==> src/verilog/adcl_consts.svh <==
// register offsets, field positions, defaults and counts of the adc link config bank
`ifndef ADCL_CONSTS_SVH
`define ADCL_CONSTS_SVH
// register offsets on the serial port
`define ADCL_A_RST      8'h00
`define ADCL_A_SFDR     8'h02
`define ADCL_A_FMT      8'h3c
`define ADCL_A_REF      8'h44
`define ADCL_A_GAIN     8'h45
`define ADCL_A_LINK     8'ha0
`define ADCL_A_GATE     8'ha1
`define ADCL_A_SCR      8'ha5
`define ADCL_A_F        8'ha6
`define ADCL_A_K        8'ha7
`define ADCL_A_CML      8'hb0
`define ADCL_A_OVR      8'hb4
`define ADCL_A_AWH      8'hb6
`define ADCL_A_AWL      8'hb7
`define ADCL_A_BWH      8'hb8
`define ADCL_A_BWL      8'hb9
`define ADCL_A_DET      8'hd6
// field positions
`define ADCL_B_READBACK 0
`define ADCL_B_SOFT_RST 1
`define ADCL_B_FMT_OVR  7
`define ADCL_B_FMT_SEL  6
`define ADCL_B_REF_OVR  3
`define ADCL_B_REF_SEL  2
`define ADCL_B_PDN      6
`define ADCL_B_GBYP     3
`define ADCL_B_SCR      7
`define ADCL_B_FGATE    0
`define ADCL_B_KGATE    1
`define ADCL_B_A_OVR    3
`define ADCL_B_B_OVR    6
`define ADCL_B_COARSE   0
`define ADCL_B_PWR      5
// reset values and derived defaults
`define ADCL_F_DEF      8'h01
`define ADCL_K_DEF_F0   5'h10
`define ADCL_K_DEF_F1   5'h08
`define ADCL_PRBS_SEED  15'h7fff
// test patterns and encoder sources
`define ADCL_PAT_PASS   3'h0
`define ADCL_PAT_MIN    3'h1
`define ADCL_PAT_MAX    3'h2
`define ADCL_PAT_RAMP   3'h4
`define ADCL_CODE_MIN   12'h000
`define ADCL_CODE_MAX   12'hfff
`define ADCL_SRC_ADC    2'h0
`define ADCL_SRC_B5B5   2'h1
`define ADCL_SRC_FF00   2'h2
`define ADCL_WORD_B5B5  16'hb5b5
`define ADCL_WORD_FF00  16'hff00
// serial word and sample timing counts, gain fraction bits
`define ADCL_ADDR_LAST  4'h7
`define ADCL_WORD_LAST  4'hf
`define ADCL_RAMP_LAST  2'h3
`define ADCL_GAIN_Q     10
`endif

==> src/verilog/adcl_pkg.sv <==
// types of the adc link config bank
package adcl_pkg;
  // pins from outside, all asynchronous to clk
  typedef struct packed {
    logic hw_reset;
    logic sen_n;
    logic sclk;
    logic shift_data_in;
    logic fmt_strap;
    logic ref_strap;
    logic pat_lo;
    logic pat_hi;
  } adcl_pins_t;

  // register storage; octets_per_frame_reg last so its default sits low
  typedef struct packed {
    logic       readback_en;
    logic [7:0] distortion_tune_ctrl;
    logic [7:0] output_format_ctrl;
    logic [7:0] reference_powerdown_ctrl;
    logic [7:0] gain_pattern_ctrl;
    logic [7:0] link_options_ctrl;
    logic [7:0] link_param_write_gates;
    logic [7:0] scramble_ctrl;
    logic [7:0] frames_per_multiframe_reg;
    logic [7:0] line_drive_current_reg;
    logic [7:0] lane_override_enables;
    logic [7:0] lane_a_word_high;
    logic [7:0] lane_a_word_low;
    logic [7:0] lane_b_word_high;
    logic [7:0] lane_b_word_low;
    logic [7:0] level_detect_ctrl;
    logic [7:0] octets_per_frame_reg;
  } adcl_regs_t;

  // settings handed to the link transmitter and analog side
  typedef struct packed {
    logic       ref_external;
    logic       soft_powerdown;
    logic [3:0] distortion_tune;
    logic [3:0] line_current;
    logic       lane_align_seq_enable;
    logic       frame_marker_enable;
    logic       multiframe_marker_enable;
    logic       link_test_seq_enable;
    logic       alt_sync_idle_enable;
    logic       scramble_enable;
    logic [7:0] octets_per_frame_m1;
    logic [4:0] frames_per_mf_m1;
    logic       lane_a_override_enable;
    logic       lane_b_override_enable;
    logic [9:0] lane_a_override_word;
    logic [9:0] lane_b_override_word;
    logic       coarse_code_output_enable;
    logic       power_estimate_enable;
    logic [2:0] power_average_length;
  } adcl_cfg_t;

  // whole module state
  typedef struct packed {
    adcl_pins_t  s1;
    adcl_pins_t  s2;
    logic        sclk_d;
    logic [15:0] sh;
    logic [3:0]  cnt;
    logic [7:0]  rd;
    logic        sdo;
    adcl_regs_t  regs;
    adcl_cfg_t   cfg;
    logic        hv;
    logic        tv;
    logic        rdy;
    logic [15:0] hd;
    logic [15:0] td;
    logic [11:0] ramp;
    logic [1:0]  ramp_div;
    logic [14:0] prbs;
    logic [3:0]  det;
  } adcl_state_t;
endpackage
==> src/verilog/adcl_config_regs.sv <==
// serial-port config register bank with sample conditioning for the link encoder
`timescale 1ns/100ps
`default_nettype none
`include "adcl_consts.svh"

module adcl_config_regs
  import adcl_pkg::*;
(
  input  wire logic        clk,
  input  wire logic        resetn,
  input  wire adcl_pins_t  pins,
  output logic             readback_out_pin,
  input  wire logic [11:0] adc_sample,
  input  wire logic        adc_valid,
  output logic             adc_ready,
  input  wire logic [3:0]  power_estimate,
  output logic [15:0]      enc_word,
  output logic             enc_valid,
  input  wire logic        enc_ready,
  output logic [3:0]       detect_pins,
  output adcl_cfg_t        link_cfg
);

  localparam adcl_regs_t REG_DEF = {121'h0, `ADCL_F_DEF};

  ////////////////////////////////////////////////////////////////////////
  // helpers

  // q10 gain factors, 0 to 6 db in half db steps
  function automatic logic [11:0] gain_q(input logic [3:0] s);
    case (s)
      4'h0:    gain_q = 12'h400;
      4'h1:    gain_q = 12'h43d;
      4'h2:    gain_q = 12'h47d;
      4'h3:    gain_q = 12'h4c1;
      4'h4:    gain_q = 12'h509;
      4'h5:    gain_q = 12'h556;
      4'h6:    gain_q = 12'h5a6;
      4'h7:    gain_q = 12'h5fc;
      4'h8:    gain_q = 12'h657;
      4'h9:    gain_q = 12'h6b7;
      4'ha:    gain_q = 12'h71d;
      4'hb:    gain_q = 12'h789;
      default: gain_q = 12'h7fb; // codes above 6 db clamp to 6 db
    endcase
  endfunction

  // sixteen steps of 1 + x^14 + x^15, word in top, state in bottom
  function automatic logic [30:0] prbs_step(input logic [14:0] p);
    logic [15:0] w;
    logic [14:0] q;
    logic        fb;
    w = 16'h0000;
    q = p;
    for (int i = 0; i < 16; i++) begin
      fb = q[14] ^ q[13];
      w  = {w[14:0], fb};
      q  = {q[13:0], fb};
    end
    prbs_step = {w, q};
  endfunction

  // register contents as seen by readback
  function automatic logic [7:0] rd_byte(input logic [7:0] a,
                                         input adcl_regs_t r);
    case (a)
      `ADCL_A_RST:  rd_byte = {7'h00, r.readback_en};
      `ADCL_A_SFDR: rd_byte = r.distortion_tune_ctrl;
      `ADCL_A_FMT:  rd_byte = r.output_format_ctrl;
      `ADCL_A_REF:  rd_byte = r.reference_powerdown_ctrl;
      `ADCL_A_GAIN: rd_byte = r.gain_pattern_ctrl;
      `ADCL_A_LINK: rd_byte = r.link_options_ctrl;
      `ADCL_A_GATE: rd_byte = r.link_param_write_gates;
      `ADCL_A_SCR:  rd_byte = r.scramble_ctrl;
      `ADCL_A_F:    rd_byte = r.octets_per_frame_reg;
      `ADCL_A_K:    rd_byte = r.frames_per_multiframe_reg;
      `ADCL_A_CML:  rd_byte = r.line_drive_current_reg;
      `ADCL_A_OVR:  rd_byte = r.lane_override_enables;
      `ADCL_A_AWH:  rd_byte = r.lane_a_word_high;
      `ADCL_A_AWL:  rd_byte = r.lane_a_word_low;
      `ADCL_A_BWH:  rd_byte = r.lane_b_word_high;
      `ADCL_A_BWL:  rd_byte = r.lane_b_word_low;
      `ADCL_A_DET:  rd_byte = r.level_detect_ctrl;
      default:      rd_byte = 8'h00;
    endcase
  endfunction

  // one committed serial word
  function automatic adcl_regs_t reg_write(input adcl_regs_t r,
                                           input logic [7:0] a,
                                           input logic [7:0] d);
    reg_write = r;
    if (a == `ADCL_A_RST) begin
      // soft reset only when writes are open; bit reads back as zero
      if (d[`ADCL_B_SOFT_RST] && !r.readback_en) begin
        reg_write = REG_DEF;
      end else begin
        reg_write.readback_en = d[`ADCL_B_READBACK];
      end
    end else if (!r.readback_en) begin
      case (a)
        `ADCL_A_SFDR: reg_write.distortion_tune_ctrl     = d;
        `ADCL_A_FMT:  reg_write.output_format_ctrl       = d;
        `ADCL_A_REF:  reg_write.reference_powerdown_ctrl = d;
        `ADCL_A_GAIN: reg_write.gain_pattern_ctrl        = d;
        `ADCL_A_LINK: reg_write.link_options_ctrl        = d;
        `ADCL_A_GATE: reg_write.link_param_write_gates   = d;
        `ADCL_A_SCR:  reg_write.scramble_ctrl            = d;
        `ADCL_A_F: begin
          if (r.link_param_write_gates[`ADCL_B_FGATE]) begin
            reg_write.octets_per_frame_reg = d;
          end
        end
        `ADCL_A_K: begin
          if (r.link_param_write_gates[`ADCL_B_KGATE]) begin
            reg_write.frames_per_multiframe_reg = d;
          end
        end
        `ADCL_A_CML:  reg_write.line_drive_current_reg   = d;
        `ADCL_A_OVR:  reg_write.lane_override_enables    = d;
        `ADCL_A_AWH:  reg_write.lane_a_word_high         = d;
        `ADCL_A_AWL:  reg_write.lane_a_word_low          = d;
        `ADCL_A_BWH:  reg_write.lane_b_word_high         = d;
        `ADCL_A_BWL:  reg_write.lane_b_word_low          = d;
        `ADCL_A_DET:  reg_write.level_detect_ctrl        = d;
        default: ; // unmapped addresses are dropped
      endcase
    end
  endfunction

  ////////////////////////////////////////////////////////////////////////
  // reset release

  logic [1:0] rst_q;
  logic       rst_n;

  // async assert, two-flop release
  // a release that lands near an edge would otherwise let some flops
  // leave reset one clock before the others
  always_ff @(posedge clk or negedge resetn) begin
    if (!resetn) begin
      rst_q <= 2'b00;
    end else begin
      rst_q <= {rst_q[0], 1'b1};
    end
  end
  assign rst_n = rst_q[1];

  ////////////////////////////////////////////////////////////////////////
  // next state

  adcl_state_t        st_r;
  adcl_state_t        st_nxt;
  logic               fall;
  logic               take;
  logic               pop;
  logic               fmt_ob;
  logic [1:0]         src;
  logic [2:0]         pat;
  logic signed [24:0] prod;
  logic signed [24:0] shf;
  logic [11:0]        gained;
  logic [11:0]        code;
  logic [11:0]        out12;
  logic [11:0]        rev12;
  logic [15:0]        word;
  logic [30:0]        pr;
  adcl_regs_t         rg;

  // bit reversal of the sample, padding untouched
  for (genvar gi = 0; gi < 12; gi++) begin : g_rev
    assign rev12[gi] = out12[11 - gi];
  end

  always_comb begin
    st_nxt = st_r;
    rg     = st_r.regs;
    // pins pass two flops; edge detect looks only at the second
    st_nxt.s1     = pins;
    st_nxt.s2     = st_r.s1;
    st_nxt.sclk_d = st_r.s2.sclk;
    fall = st_r.sclk_d & ~st_r.s2.sclk & ~st_r.s2.sen_n;

    // serial shifter: address first, data second
    // sclk is only sampled, so half periods under one clock can be lost
    if (st_r.s2.sen_n) begin
      st_nxt.cnt = 4'h0; // partial words are dropped
    end else if (fall) begin
      st_nxt.sh  = {st_r.sh[14:0], st_r.s2.shift_data_in};
      st_nxt.cnt = st_r.cnt + 4'h1;
      if (st_r.cnt == `ADCL_ADDR_LAST) begin
        st_nxt.rd = rd_byte(st_nxt.sh[7:0], st_r.regs);
      end else if (st_r.cnt[3]) begin
        st_nxt.rd = {st_r.rd[6:0], 1'b0};
      end
      if (st_r.cnt == `ADCL_WORD_LAST) begin
        st_nxt.regs = reg_write(st_r.regs, st_nxt.sh[15:8], st_nxt.sh[7:0]);
      end
    end
    // pin changes right after the controller's capture edge
    // the byte is latched once the address is in, so a register that
    // changes mid-read does not tear the value being shifted out
    st_nxt.sdo = st_nxt.regs.readback_en & st_nxt.cnt[3] & st_nxt.rd[7];
    // reset pin wins over a word committed in the same cycle
    if (st_r.s2.hw_reset) begin
      st_nxt.regs = REG_DEF;
      st_nxt.cnt  = 4'h0;
    end

    // effective modes: format from register override or strap, source or-ed from both, pattern from register
    fmt_ob = rg.output_format_ctrl[`ADCL_B_FMT_OVR] ?
             rg.output_format_ctrl[`ADCL_B_FMT_SEL] : st_r.s2.fmt_strap;
    src = rg.link_options_ctrl[7:6] | {st_r.s2.pat_hi, st_r.s2.pat_lo};
    pat = rg.gain_pattern_ctrl[2:0];

    // gain on the centred sample with saturation
    // centring scales about mid-scale; saturation keeps a large
    // sample from wrapping to the opposite rail
    prod = $signed({~adc_sample[11], adc_sample[10:0]}) *
           $signed({1'b0, gain_q(rg.gain_pattern_ctrl[7:4])});
    shf  = prod >>> `ADCL_GAIN_Q;
    if (shf > 25'sh0007ff) begin
      gained = 12'h7ff;
    end else if (shf < 25'sh1fff800) begin
      gained = 12'h800;
    end else begin
      gained = shf[11:0];
    end
    gained = {~gained[11], gained[10:0]};
    if (rg.gain_pattern_ctrl[`ADCL_B_GBYP]) begin
      gained = adc_sample;
    end

    // test patterns, codes in offset binary
    case (pat)
      `ADCL_PAT_MIN:  code = `ADCL_CODE_MIN;
      `ADCL_PAT_MAX:  code = `ADCL_CODE_MAX;
      `ADCL_PAT_RAMP: code = st_r.ramp;
      default:        code = gained; // unused codes pass data
    endcase
    out12 = fmt_ob ? code : {~code[11], code[10:0]};

    // encoder source
    // straps and register bits are or-ed, so either can pick a source
    pr = prbs_step(st_r.prbs);
    case (src)
      `ADCL_SRC_ADC: begin
        word = rg.link_options_ctrl[3] ? {rev12, 4'h0} : {out12, 4'h0};
      end
      `ADCL_SRC_B5B5: word = `ADCL_WORD_B5B5;
      `ADCL_SRC_FF00: word = `ADCL_WORD_FF00;
      default:        word = pr[30:15]; // independent of scrambling
    endcase

    // two-entry buffer; receiver stall backs up to adc_ready
    // adc_ready comes from a flop, so the second entry catches the
    // sample already offered when the receiver stops
    take = adc_valid & st_r.rdy;
    pop  = st_r.hv & enc_ready;
    if (pop) begin
      st_nxt.hv = st_r.tv;
      st_nxt.hd = st_r.td;
      st_nxt.tv = 1'b0;
    end
    if (take) begin
      if (!st_nxt.hv) begin
        st_nxt.hv = 1'b1;
        st_nxt.hd = word;
      end else begin
        st_nxt.tv = 1'b1;
        st_nxt.td = word;
      end
      // ramp steps every fourth sample, wraps to min
      // patterns advance per taken sample, so a stall skips no word
      st_nxt.ramp_div = st_r.ramp_div + 2'h1;
      if (st_r.ramp_div == `ADCL_RAMP_LAST) begin
        st_nxt.ramp = st_r.ramp + 12'h001;
      end
      st_nxt.prbs = pr[14:0];
    end
    st_nxt.rdy = ~st_nxt.tv;

    // detect pins
    if (rg.level_detect_ctrl[`ADCL_B_COARSE]) begin
      st_nxt.det = take ? adc_sample[11:8] : st_r.det;
    end else if (rg.level_detect_ctrl[`ADCL_B_PWR]) begin
      st_nxt.det = power_estimate;
    end else begin
      st_nxt.det = 4'h0;
    end

    // settings for the transmitter, one cycle behind the registers
    // registering them keeps the long decode paths off the outputs
    st_nxt.cfg.ref_external = rg.reference_powerdown_ctrl[`ADCL_B_REF_OVR] ?
      rg.reference_powerdown_ctrl[`ADCL_B_REF_SEL] : st_r.s2.ref_strap;
    st_nxt.cfg.soft_powerdown  = rg.reference_powerdown_ctrl[`ADCL_B_PDN];
    st_nxt.cfg.distortion_tune = {rg.distortion_tune_ctrl[6:4], rg.distortion_tune_ctrl[0]};
    st_nxt.cfg.line_current    = rg.line_drive_current_reg[3:0];
    st_nxt.cfg.lane_align_seq_enable    = rg.link_options_ctrl[0];
    st_nxt.cfg.frame_marker_enable      = rg.link_options_ctrl[1];
    st_nxt.cfg.multiframe_marker_enable = rg.link_options_ctrl[2];
    st_nxt.cfg.link_test_seq_enable     = rg.link_options_ctrl[4];
    st_nxt.cfg.alt_sync_idle_enable     = rg.link_options_ctrl[5];
    st_nxt.cfg.scramble_enable = rg.scramble_ctrl[`ADCL_B_SCR];
    st_nxt.cfg.octets_per_frame_m1 = rg.octets_per_frame_reg;
    if (rg.link_param_write_gates[`ADCL_B_KGATE]) begin
      st_nxt.cfg.frames_per_mf_m1 = rg.frames_per_multiframe_reg[4:0];
    end else begin
      st_nxt.cfg.frames_per_mf_m1 = (rg.octets_per_frame_reg == 8'h00) ?
                                    `ADCL_K_DEF_F0 : `ADCL_K_DEF_F1;
    end
    st_nxt.cfg.lane_a_override_enable = rg.lane_override_enables[`ADCL_B_A_OVR];
    st_nxt.cfg.lane_b_override_enable = rg.lane_override_enables[`ADCL_B_B_OVR];
    st_nxt.cfg.lane_a_override_word = {rg.lane_a_word_high, rg.lane_a_word_low[7:6]};
    st_nxt.cfg.lane_b_override_word = {rg.lane_b_word_high[7:4], rg.lane_b_word_low[7:2]};
    st_nxt.cfg.coarse_code_output_enable = rg.level_detect_ctrl[`ADCL_B_COARSE];
    st_nxt.cfg.power_estimate_enable     = rg.level_detect_ctrl[`ADCL_B_PWR];
    st_nxt.cfg.power_average_length      = rg.level_detect_ctrl[4:2];
  end

  ////////////////////////////////////////////////////////////////////////
  // state register

  always_ff @(posedge clk or negedge rst_n) begin
    if (!rst_n) begin
      st_r      <= '0;
      st_r.regs <= REG_DEF;
      st_r.prbs <= `ADCL_PRBS_SEED; // lfsr must never sit at zero
      st_r.cfg.octets_per_frame_m1 <= `ADCL_F_DEF;
      st_r.cfg.frames_per_mf_m1    <= `ADCL_K_DEF_F1;
    end else begin
      st_r <= st_nxt;
    end
  end

  // outputs straight from state flops
  assign readback_out_pin = st_r.sdo;
  assign adc_ready        = st_r.rdy;
  assign enc_word         = st_r.hd;
  assign enc_valid        = st_r.hv;
  assign detect_pins      = st_r.det;
  assign link_cfg         = st_r.cfg;

endmodule // adcl_config_regs
`default_nettype wire

==> config.mk <==
export PLATFORM = sky130hd
export DESIGN_NAME = adcl_config_regs
export DESIGN_NICKNAME = d
export VERILOG_FILES = /design/src/verilog/adcl_pkg.sv /design/src/verilog/adcl_config_regs.sv
export VERILOG_INCLUDE_DIRS = /design/src /design/src/verilog
export SDC_FILE = /design/constraint.sdc
export NUM_CORES = 1
export LEC_CHECK = 0
export BUFFER_PORTS_ARGS = -buffer_cell sky130_fd_sc_hd__buf_2
export CORE_MARGIN = 2
export CORE_UTILIZATION = 60
export CTS_CLUSTER_DIAMETER = 60
export DETAILED_ROUTE_END_ITERATION = 10
export PLACE_DENSITY_LB_ADDON = 0.2
export SYNTH_ARGS = -nofsm -noshare
export SYNTH_HDL_FRONTEND = slang
export SYNTH_SLANG_ARGS = --single-unit
==> constraint.sdc <==
create_clock -name clk -period 12.4 [get_ports clk]
set_input_delay 1.86 -clock clk [delete_from_list [all_inputs] [get_ports clk]]
set_output_delay 1.86 -clock clk [all_outputs]
set_load 0.05 [all_outputs]
After elaboration in Yosys (flattened, before gate mapping)
Memory sizes are Yosys's and may differ from the RTL's.
Cells that the tools add are included.
{ "word_totals": {"out_inout_bits": 79, "memories": 1, "romBits": 160, "reg_bits": 300} }
{ "classes": {"multipliers": 1, "reduce_logical": 48, "mux": 56, "magnitude_cmp": 2, "add_sub_neg": 3, "eq_ne": 44, "bitwise": 29} }
{ "mem_list": {"columns": ["name", "depth", "word_bits", "rd", "rd_clocked_by_memory_dff", "wr", "line", "rtl"], "rows": [
  ["(name not given)", 16, 10, 1, 0, 0, "adcl_config_regs.sv:31", "case (s)"]
]} }
{ "ops": {"columns": ["operator", "n"], "rows": [
  ["$mux 129", 4],
  ["$mux 128", 3],
  ["$eq 8x8->1 const B", 24],
  ["$mux 8", 21],
  ["$pmux 8 s17", 1],
  ["$reduce_and 6->1", 14],
  ["$mux 12", 6],
  ["$mux 16", 4],
  ["$mux 61", 1],
  ["$reduce_bool 3->1", 19],
  ["$pmux 16 s3", 1],
  ["$pmux 12 s3", 1],
  ["$eq 8x7->1 const B", 4],
  ["$mul 12x13->25", 1],
  ["$logic_not 8->1", 3],
  ["$mux 4", 5],
  ["$eq 8x2->1 const B", 2],
  ["$eq 8x6->1 const B", 2],
  ["$xor 1x1->1", 16],
  ["$gt 15x12->1 const B", 1],
  ["$lt 15x12->1 const B", 1],
  ["$reduce_and 7->1", 2],
  ["$add 12x1->12 const B", 1],
  ["$mux 5", 2],
  ["other kinds (23)", 44]
]} }

Logic depth before layout (Yosys ltp)
Gate-level depths: netlist of the first run.
{ "logic_depth": {"depth_word": 14, "ltp_mapped": 31} }

Worst setup path after synthesis of the first run
Ideal clock, no wire load.
{ "synth_timing": {"path_kind": "input -> register", "start": "in adc_sample[10]", "end": "reg st_r[39] (netlist name)", "arrival_time_ns": 7.372, "setup_slack_ns": 4.903, "setup_time_ns": 0.125, "stages": 21, "path_buffers": 1, "cell_sequence": "clkbuf_1 > inv_1 > nor3_1 > fa_1 > fa_1 > fa_1 > fa_1 > inv_1 > fa_1 > inv_1 > ha_1 > nand2_1 > or3_1 > a2111o_1 > a31oi_2 > nor4_4 > a211oi_4 > o211a_1 > nor4_1 > a211o_1 > mux2_4"} }
{ "synth_between": {"elab_chain_cells": 9, "word_cells_on_any_way": 10, "cone_classes": "mul: 1; order compare: 2; mux: 7"} }
{ "synth_rtl": {"columns": ["item", "line", "rtl"], "rows": [
  ["start: declaration", "adcl_config_regs.sv:13", "input wire logic [11:0] adc_sample,"],
  ["$mul 12x13->25 *", "adcl_config_regs.sv:219", "prod = $signed({~adc_sample[11], adc_sample[10:0]}) *"],
  ["$lt 15x12->1", "adcl_config_regs.sv:224", "end else if (shf < 25'sh1fff800) begin"],
  ["$mux 12", "adcl_config_regs.sv:224", null],
  ["$mux 12 *", "adcl_config_regs.sv:222", "if (shf > 25'sh0007ff) begin"],
  ["$mux 12 *", "adcl_config_regs.sv:230", "if (rg.gain_pattern_ctrl[`ADCL_B_GBYP]) begin"],
  ["$pmux 12 s3 *", "adcl_config_regs.sv:235", "case (pat)"],
  ["$mux 12 *", "adcl_config_regs.sv:241", "out12 = fmt_ob ? code : {~code[11], code[10:0]};"],
  ["$mux 16 *", "adcl_config_regs.sv:248", "word = rg.link_options_ctrl[3] ? {rev12, 4'h0} : {out12, 4'h0};"],
  ["$pmux 16 s3 *", "adcl_config_regs.sv:246", "case (src)"],
  ["end signal: assignment", "adcl_config_regs.sv:332", "st_r <= st_nxt;"],
  ["end: declaration", "adcl_config_regs.sv:152", "adcl_state_t st_r;"]
]} }
Every way passes the cells marked *; elsewhere a longest branch is shown, timed or not.
A chain may end at the register's enable or synchronous reset.

Final worst setup path of the first run
{ "layout_timing": {"start": "reg st_r (netlist bit rg[103])", "end": "reg st_r[39] (netlist name)"} }
{ "layout_between": {"elab_chain_cells": 10, "word_cells_on_any_way": 11, "cone_classes": "mul: 1; order compare: 2; mux: 7; memory: 1"} }
{ "layout_rtl": {"columns": ["item", "line"], "rows": [
  ["$mem_v2 16x10 *", null],
  ["$mul 12x13->25 *", "adcl_config_regs.sv:219"],
  ["$lt 15x12->1", "adcl_config_regs.sv:224"],
  ["$mux 12", "adcl_config_regs.sv:224"],
  ["$mux 12 *", "adcl_config_regs.sv:222"],
  ["$mux 12 *", "adcl_config_regs.sv:230"],
  ["$pmux 12 s3 *", "adcl_config_regs.sv:235"],
  ["$mux 12 *", "adcl_config_regs.sv:241"],
  ["$mux 16 *", "adcl_config_regs.sv:248"],
  ["$pmux 16 s3 *", "adcl_config_regs.sv:246"]
]} }
Marked as above.

==> results.txt, run 1 <==
- The path with the worst hold slack has its endpoint at st_r[289]$_DFF_PN0_.
- For this run, the top clock speed supported by timing is between 100 and 150 MHz.
- Combinational family with the most area after synthesis: simple AND/OR/NAND/NOR gates
- Setup-violating endpoint count in the final report: 0
- Post-synthesis mux area share: 0.0272
* Relative area change from synthesis to final layout: 7.03%
* Global-route wire length before repair: roughly 76000 um
- The max-slew violation total from the final report is 0.
- In the final layout, the share of cells above drive strength 1 is 0.136.
- The multi-input combinational cells in the finished layout cover a total of between 9000 and 10000 um2.
- The longest clock path from root to sink contains 3 buffers.
* Post-synthesis cell area: 18400 um2
* Leading register cell type out of synthesis: dfrtp_1
- Cell area reported after detailed placement: around 19000 um2
- The netlist uses 87 different library cells.
* Type of the worst setup path: flip-flop to flip-flop
- Post_cts resized: 0
- Summed over all nets, wire length on met3 after detailed routing comes to 3680 um.
* Design Area, Final: around 20000 um2
* Setup TNS Final: 0 ps
* Final wirelength: around 48000 um
* Leakage: 9.40 nW
- Final critical-path required period: 7870 ps
- Of the total synthesized cell area, the portion taken by AND, OR, NAND and NOR gates is 0.161.
- roughly 110 I/O pins were placed.
- Xor-xnor portion of the synthesized cell area: 0.0200
- For this run, the post-layout net count is 2096.
- In the finished design, the share of the clock period the worst path needs comes to 0.634.
- Setup repair after global routing left no endpoint under its margin.
- All-layer global routing usage: 0.307
- Warning count from the yosys run: 0
- Measured along the y axis, the die boundary spans 179 um.
* TritonRoute pass-1 iters: 6
- Setup Fix Bufs, Post-CTS: 0
* Start point of the worst min-delay path: st_nxt[289]$_DFF_PN0_
- Type of element capturing the critical path: flip-flop
- Of all nets on the critical path, the largest fanout is 28.
- Setup Skew: 7.41 ps
- Met2 wire len: 22700 um
- Clock Tree Root: clkbuf_16
- For this run, asynchronously set or reset flops after synthesis account for 1.00.
* H-tree level count: 1
- Largest net degree at the start of global routing: 150
- FF+latch count, synth: 300
* Depth of the worst register-to-register path: 22
- The detail route stage leaves a number of antenna-violating nets equal to 0.
- Wl on met1: 19100 um
- Prior to clock tree synthesis, the placed netlist has a worst setup slack of 4320 ps.
- Headroom to the max-slew limit came out at 0.142.
- Status: finished, final reports clean
- For the worst setup path, the data required time is 12830 ps.
* GRT Residual Overflow: 0
- Starting utilization of the core area: 0.606
- Data on the critical path arrives at its endpoint at 8300 ps.
- Number of buffers inserted during clock tree synthesis: 31
- Dividing the detail-routed wire length by the instance count gives a little over 20 um.
- The compound-gate portion of the synthesized area came to 0.147.
* Clock transition at the registers of the reported paths: 60 ps
- The number of nets in the synthesized netlist is around 2100.
* Slew at the pin closest to its max-slew limit: 1280 ps
- The share of the Yosys chip area taken by registers is 0.410.
* Register-to-register setup slack: roughly 4500 ps
- At the end of routability-driven placement, the weighted congestion stood at 1.00.
* Setup slack after layout: 4530 ps
* Path category of the worst min-delay check: flip-flop to flip-flop
- Hold repair after CTS inserted 0 buffers.
- Standard-cell rows: 64
- Post-Synthesis Mean Instance Area: 9.62 um2
- IR analysis of the VDD net gives a maximum drop of 0.117 mV.
- Quantity of I/O buffers inserted on ports: 106
- Total power: 2.64 mW
- Sequential cell area: between 7000 and 8000 um2
- The worst register-to-register path ends at st_r[39]$_DFFE_PN0P_.
* Startpoint of the worst register-to-register path: rg[103]$_DFFE_PN0P_
* Detail-routed via count per cell: around 6.0
* Final hold violations: 0
- TritonCTS clock tree: yes
- EDFF count, synth: 0
- After filler insertion, the fill cell instance count of the layout stands at approximately 2500.
* Post-route DRC: 0
* Clock latency on the worst-skew pair: about 550 ps
- Once layout is complete, the utilization of the core stands at 0.648.
- The first routing iteration left 1269 violations.
- Die outline area: 32000 um2
* Hold path depth: 0
- Core Footprint: 30300 um2
- Total number of clock tree sinks: 300
- Antenna violations before repair: 1
* Post-synthesis instance total: between 1500 and 2000
- Top layer reached by signal wires: met5
- Of the total synthesized cell area, the portion taken by full adders, half adders and majority gates is 0.153.
* Vias post-DR: roughly 14000
- The via count of the first global-routing pass is 14000.
- From left edge to right edge, the die measures 179 um.
- Placed wire-length estimate after detailed placement: 34900 um
* Number of max-capacitance violations reported: 0
- STA classifies the critical path startpoint as a flip-flop.
* Pwr dens: 134 nW/um2
## through the flow
step	std cells	hold slack, ps
after floorplan	1910	331
after global placement	2260	334
after detailed placement	2260	335
after CTS	2317	349
after global routing	2317	353
final	2318	348
## flip-flops by register name, summed over array words and instances, names as in the netlist
signal	flops
link_cfg	56
enc_valid	1
rg	126
rst_q	2
readback_out_pin	1
st_nxt	9
enc_word	16
st_r	81
detect_pins	4
pat	3
adc_ready	1
## power breakdown
part           leakage (nW)  switching, mW  internal (mW)  total [mW]
logic                  4.87          0.366          0.161       0.527
clock network         0.526          0.388          0.597       0.985
registers              4.01         0.0737           1.05        1.13
total                  9.40          0.828           1.81        2.64
## worst max path at each step
stage	slack, ps	start	to	cells past startpoint
2_1_floorplan	3450	rst_q[1]$_DFF_PN0_	adc_ready$_DFF_PN0_	0
3_3_place_gp	4380	adc_sample[10]	st_r[39]$_DFFE_PN0P_	21
3_5_place_dp	4320	adc_sample[9]	st_r[39]$_DFFE_PN0P_	21
4_1_cts	4620	rg[103]$_DFFE_PN0P_	enc_word[4]$_DFF_PN0_	24
5_1_grt	3970	rg[103]$_DFFE_PN0P_	enc_word[4]$_DFF_PN0_	24
6_report	4530	rg[103]$_DFFE_PN0P_	st_r[39]$_DFFE_PN0P_	22
## cells by family after synthesis
| kind of cell | Yosys count |
|---|---|
| compound gates | 418 |
| buf+inv | 305 |
| xor+xnor | 42 |
| simple gates | 628 |
| mux | 45 |
| other cells | 1 |
| flops | 300 |
| fa+ha+maj | 171 |
## final cells by class
| cell class | instances | share of cell area |
|---|---|---|
| multi-input cells | 1305 | 0.476 |
| flip-flops and latches | 300 | 0.383 |
| clock buffers | 37 | 0.0416 |
| repair buffers | 122 | 0.0337 |
| inverters | 137 | 0.0261 |
| well taps | 396 | 0.0252 |
| clock inverters | 20 | 0.0139 |
| diodes | 1 | 0.000127 |
## cell usage after synthesis (11+ instances only)
cell	n	share of area
and2_1	46	0.016
a221oi_1	13	0.0062
o21ai_1	16	0.0044
xnor2_1	28	0.013
ha_1	81	0.055
a21o_1	12	0.0049
nor2_1	86	0.018
nor3_1	36	0.0098
nand3_1	29	0.0079
dfstp_2	18	0.026
fa_1	90	0.098
a31oi_1	11	0.0037
a222oi_1	12	0.0065
o211ai_1	11	0.0045
inv_1	137	0.028
nand2b_1	24	0.0082
mux2_2	36	0.022
buf_4	78	0.032
nor2b_1	23	0.0078
o21ai_0	157	0.043
nand2_1	300	0.061
dfrtp_1	282	0.38
a22o_1	14	0.0067
a21oi_1	75	0.020
clkbuf_1	77	0.016
xor2_1	14	0.0067
a22oi_1	22	0.0090
and3_1	22	0.0075
## layout by cell type, fill, tap and decap left out, types with 28 or more instances in the layout
cell type    n
nand2_1    300
dfrtp_1    281
o21ai_0    157
inv_1      137
buf_2      106
fa_1        90
nor2_1      86
ha_1        81
a21oi_1     75
and2_1      46
nor3_1      36
mux2_2      36
clkbuf_16   31
nand3_1     29
xnor2_1     28
## layer usage
layer  vias up  GRT usage
li1       6403          -
met2       594      0.504
met3       156     0.0520
met1      6864      0.397
met5         -          0
met4         2      0.149
## critical path: stages, from the launching register on
cell and delay (ps):
dfrtp_1 850, nor2_1 110, a211oi_1 780, nor2_1 350, and2_1 300, fa_1 500
fa_1 460, fa_1 480, fa_1 490, inv_1 50, fa_1 470, inv_1 40
ha_1 330, a21oi_1 200, a21boi_1 440, nand3b_1 200, o21ai_1 130, and3_1 310
a211oi_4 390, o211a_1 230, nor4_1 50, a211o_1 310, mux2_4 260
Power figures use the tool's default switching activity.
==> run 2: changes to the inputs <==
Clock period 12.4 ns to 7.7 ns, I/O delays scaled along.
==> run 2 against run 1 <==
  * Sequential share of layout area fell by 0.54 points
  * Final area up 1.4%
  * Sequential cell count unchanged
  * Clock skew is 10 ps higher
  * Non-clock buffer count up 10
  * Register-to-register slack worse by 4100 ps
==> results.txt, run 2 (synthesized netlist as in run 1, its figures left out) <==
- Status: finished, final reports clean
- Post-route DRC: 0
- Total power: ~4.5 mW
- The min-delay analysis places its worst path in the category flip-flop to asynchronous set/reset pin.
- Die outline area: 32000 um2
- Core Footprint: 30300 um2
- The register with the most flip-flops in the layout has 126 of them.
- Setup violations remaining at the end of the flow were counted as 0.
- Cells after DPL: 2270
- Final hold violations: 0
- Detail-routed via count per cell: 6.04
- The worst-case IR drop observed on VDD is 0.208 mV.
- Subtracting the final worst setup slack from the clock period gives around 7200 ps.
- In this run the count of I/O pins placed on the die edge is 107.
* Timing endpoint of the critical path: enc_word[5]$_DFF_PN0_
- The critical path is of the flip-flop to flip-flop type.
- For the worst setup path, the data required time is 8150 ps.
* Fill count: around 2500
- TritonRoute pass-1 iters: 9
- Share of layout cells above drive strength 1: 0.148
* Final wirelength: 48300 um
* Largest fanout of any net on the critical path: 12
- The H-tree was split into 2 levels.
- Largest net degree at the start of global routing: 70
- Peak clock frequency supported by timing: around 140 MHz
- Max-cap violations in this run came to 0.
* Vertical die dimension: 179 um
- The worst register-to-register path begins at rg[100]$_DFFE_PN0P_.
- The tree built by TritonCTS fans out to 300 sinks.
- Leading cell type in the layout, fill and taps excluded: nand2_1
- Maximum number of buffers from clock root to sink: 3
* Depth of the worst register-to-register path: 24
- For the pin with the worst max-slew slack, the measured transition is 1260 ps.
- Number of global-route vias before repair: around 14000
- The endpoint identified for the worst register-to-register timing path is enc_word[5]$_DFF_PN0_.
- Fin cells: 2335
- All-layer global routing usage: 0.309
- The placed instances occupy a cell area of 18600 um2.
- Hold repair after CTS inserted 0 buffers.
- Setup Skew: 17.9 ps
- The area growth from synthesis to layout is 8.56%.
- The worst pin sits at a relative slew slack of 0.156.
- Antenna violations before repair: 1
* Starting utilization of the core area: 0.606
- Counting the buffers created by CTS gives 35.
- Register-to-register setup slack: 460 ps
* GRT Residual Overflow: 0
- STA classifies the critical path startpoint as a flip-flop.
* Weighted congestion at the end of routability-driven global placement: 0.981
* Utilization of the core after routing: 0.657
- In this run the post-CTS setup repair buffer count came out at 0.
* Worst setup path startpoint: rg[100]$_DFFE_PN0P_
- The die is 179 um wide.
- For this design the ratio of total power to cell area is 224 nW/um2.
- The cell sitting at the root of the clock tree is a clkbuf_16.
* Setup TNS Final: 0 ps
- The max-slew violation total from the final report was 0.
* TritonCTS clock tree: yes
- Data on the critical path arrives at its endpoint at 7690 ps.
- The analysis attributes to cell leakage a power of 9.56 nW.
* Post_cts resized: 0
* Period utilization: 0.940
- Most used cells in the layout excluding fill and tap cells: nand2_1 (300), dfrtp_1 (281), o21ai_0 (157), inv_1 (137), buf_2 (106)
- Design Area, Final: 20000 um2
- The floorplan has 64 rows.
- The first global-routing pass estimated 76300 um of wire.
- Multi-input combinational cell area: 9400 um2
* Unrepaired setup endpoints after global routing: false
- Final Net Count: between 2000 and 2500
- Across the whole layout, storage elements account for 7530 um2.
* Clock transition at the registers of the reported paths: 70 ps
- In this run the remaining antenna-violating nets after routing total 0.
- Vias post-DR: 14100
- After the first detailed-routing iteration, the DRC count stood at 1392.
- Clock latency on the worst-skew pair: 520 ps
- Once detailed placement completed, the half-perimeter wirelength came to 35200 um.
* Average wire per standard cell: around 21 um
- STA classifies the critical path endpoint as a flip-flop.
- Port buffering added 106 buffers.
-- run 2: cell count changes in the layout (fill, tap and decap cells not counted), moves of 2 or more --
cell / delta
clkinvlp_4: -4
clkbuf_1: -2
bufinv_16: -2
buf_4: +11
clkbuf_8: +7
nor2_2: +3
nor2_1: -3
clkbuf_16: +6
-- run 2: where the power goes --
part	internal (mW)	leakage (nW)	switching, mW
registers	1.69	4.01	0.118
logic	0.263	4.91	0.598
clock network	1.11	0.640	0.685
total	3.07	9.56	1.40
-- run 2: routing by layer --
layer	routed length [um]	share of wire	vias up	track usage
met3	3210	0.067	103	0.0530
met2	23400	0.49	592	0.514
met1	19800	0.41	6967	0.406
met5	0	0	-	0
met4	1810	0.037	0	0.119
li1	-	-	6437	-
-- run 2: final cells by class --
class,count,share of cell area
clock inverter,16,0.0112
clock buffer,48,0.0530
inverter,137,0.0258
sequential,300,0.378
tap,396,0.0248
timing repair buffer,132,0.0364
multi-input combinational,1305,0.471
antenna,1,0.000125
-- run 2: how the worst min path moves through the flow --
stage | from | end | slack [ps] | cells past startpoint
3_5_place_dp | st_nxt[283]$_DFF_PN0_ | st_r[283]$_DFF_PN0_ | 340 | 0
6_report | rst_q[1]$_DFF_PN0_ | rg[80]$_DFFE_PN0P_ | 350 | 0
2_1_floorplan | rst_q[0]$_DFF_PN0_ | rst_q[1]$_DFF_PN0_ | 330 | 0
4_1_cts | st_nxt[284]$_DFF_PN0_ | st_r[284]$_DFF_PN0_ | 350 | 0
5_1_grt | st_nxt[284]$_DFF_PN0_ | st_r[284]$_DFF_PN0_ | 350 | 0
3_3_place_gp | st_nxt[289]$_DFF_PN0_ | st_r[289]$_DFF_PN0_ | 330 | 0
-- run 2: worst max-delay path, stage by stage (launching register included) --
cell and delay [ps]:
dfrtp_1 420, inv_1 110, ha_1 330, nor2_2 240, a21oi_1 70, o22a_1 350, and2_1 250, fa_1 550
fa_1 440, fa_1 460, fa_1 480, inv_1 60, fa_1 480, inv_1 40, ha_1 400, nand2_1 140
or3_1 350, a2111o_1 350, and4_4 200, o22ai_1 400, o22ai_4 180, a32oi_1 310, nand3b_1 100, a21oi_1 280
o31a_1 180
-- run 2: stage by stage --
step	hold slack, ps	setup slack (ps)
after floorplan	331	718
after global placement	332	437
after detailed placement	336	280
after CTS	351	261
after global routing	352	35.7
final	348	459
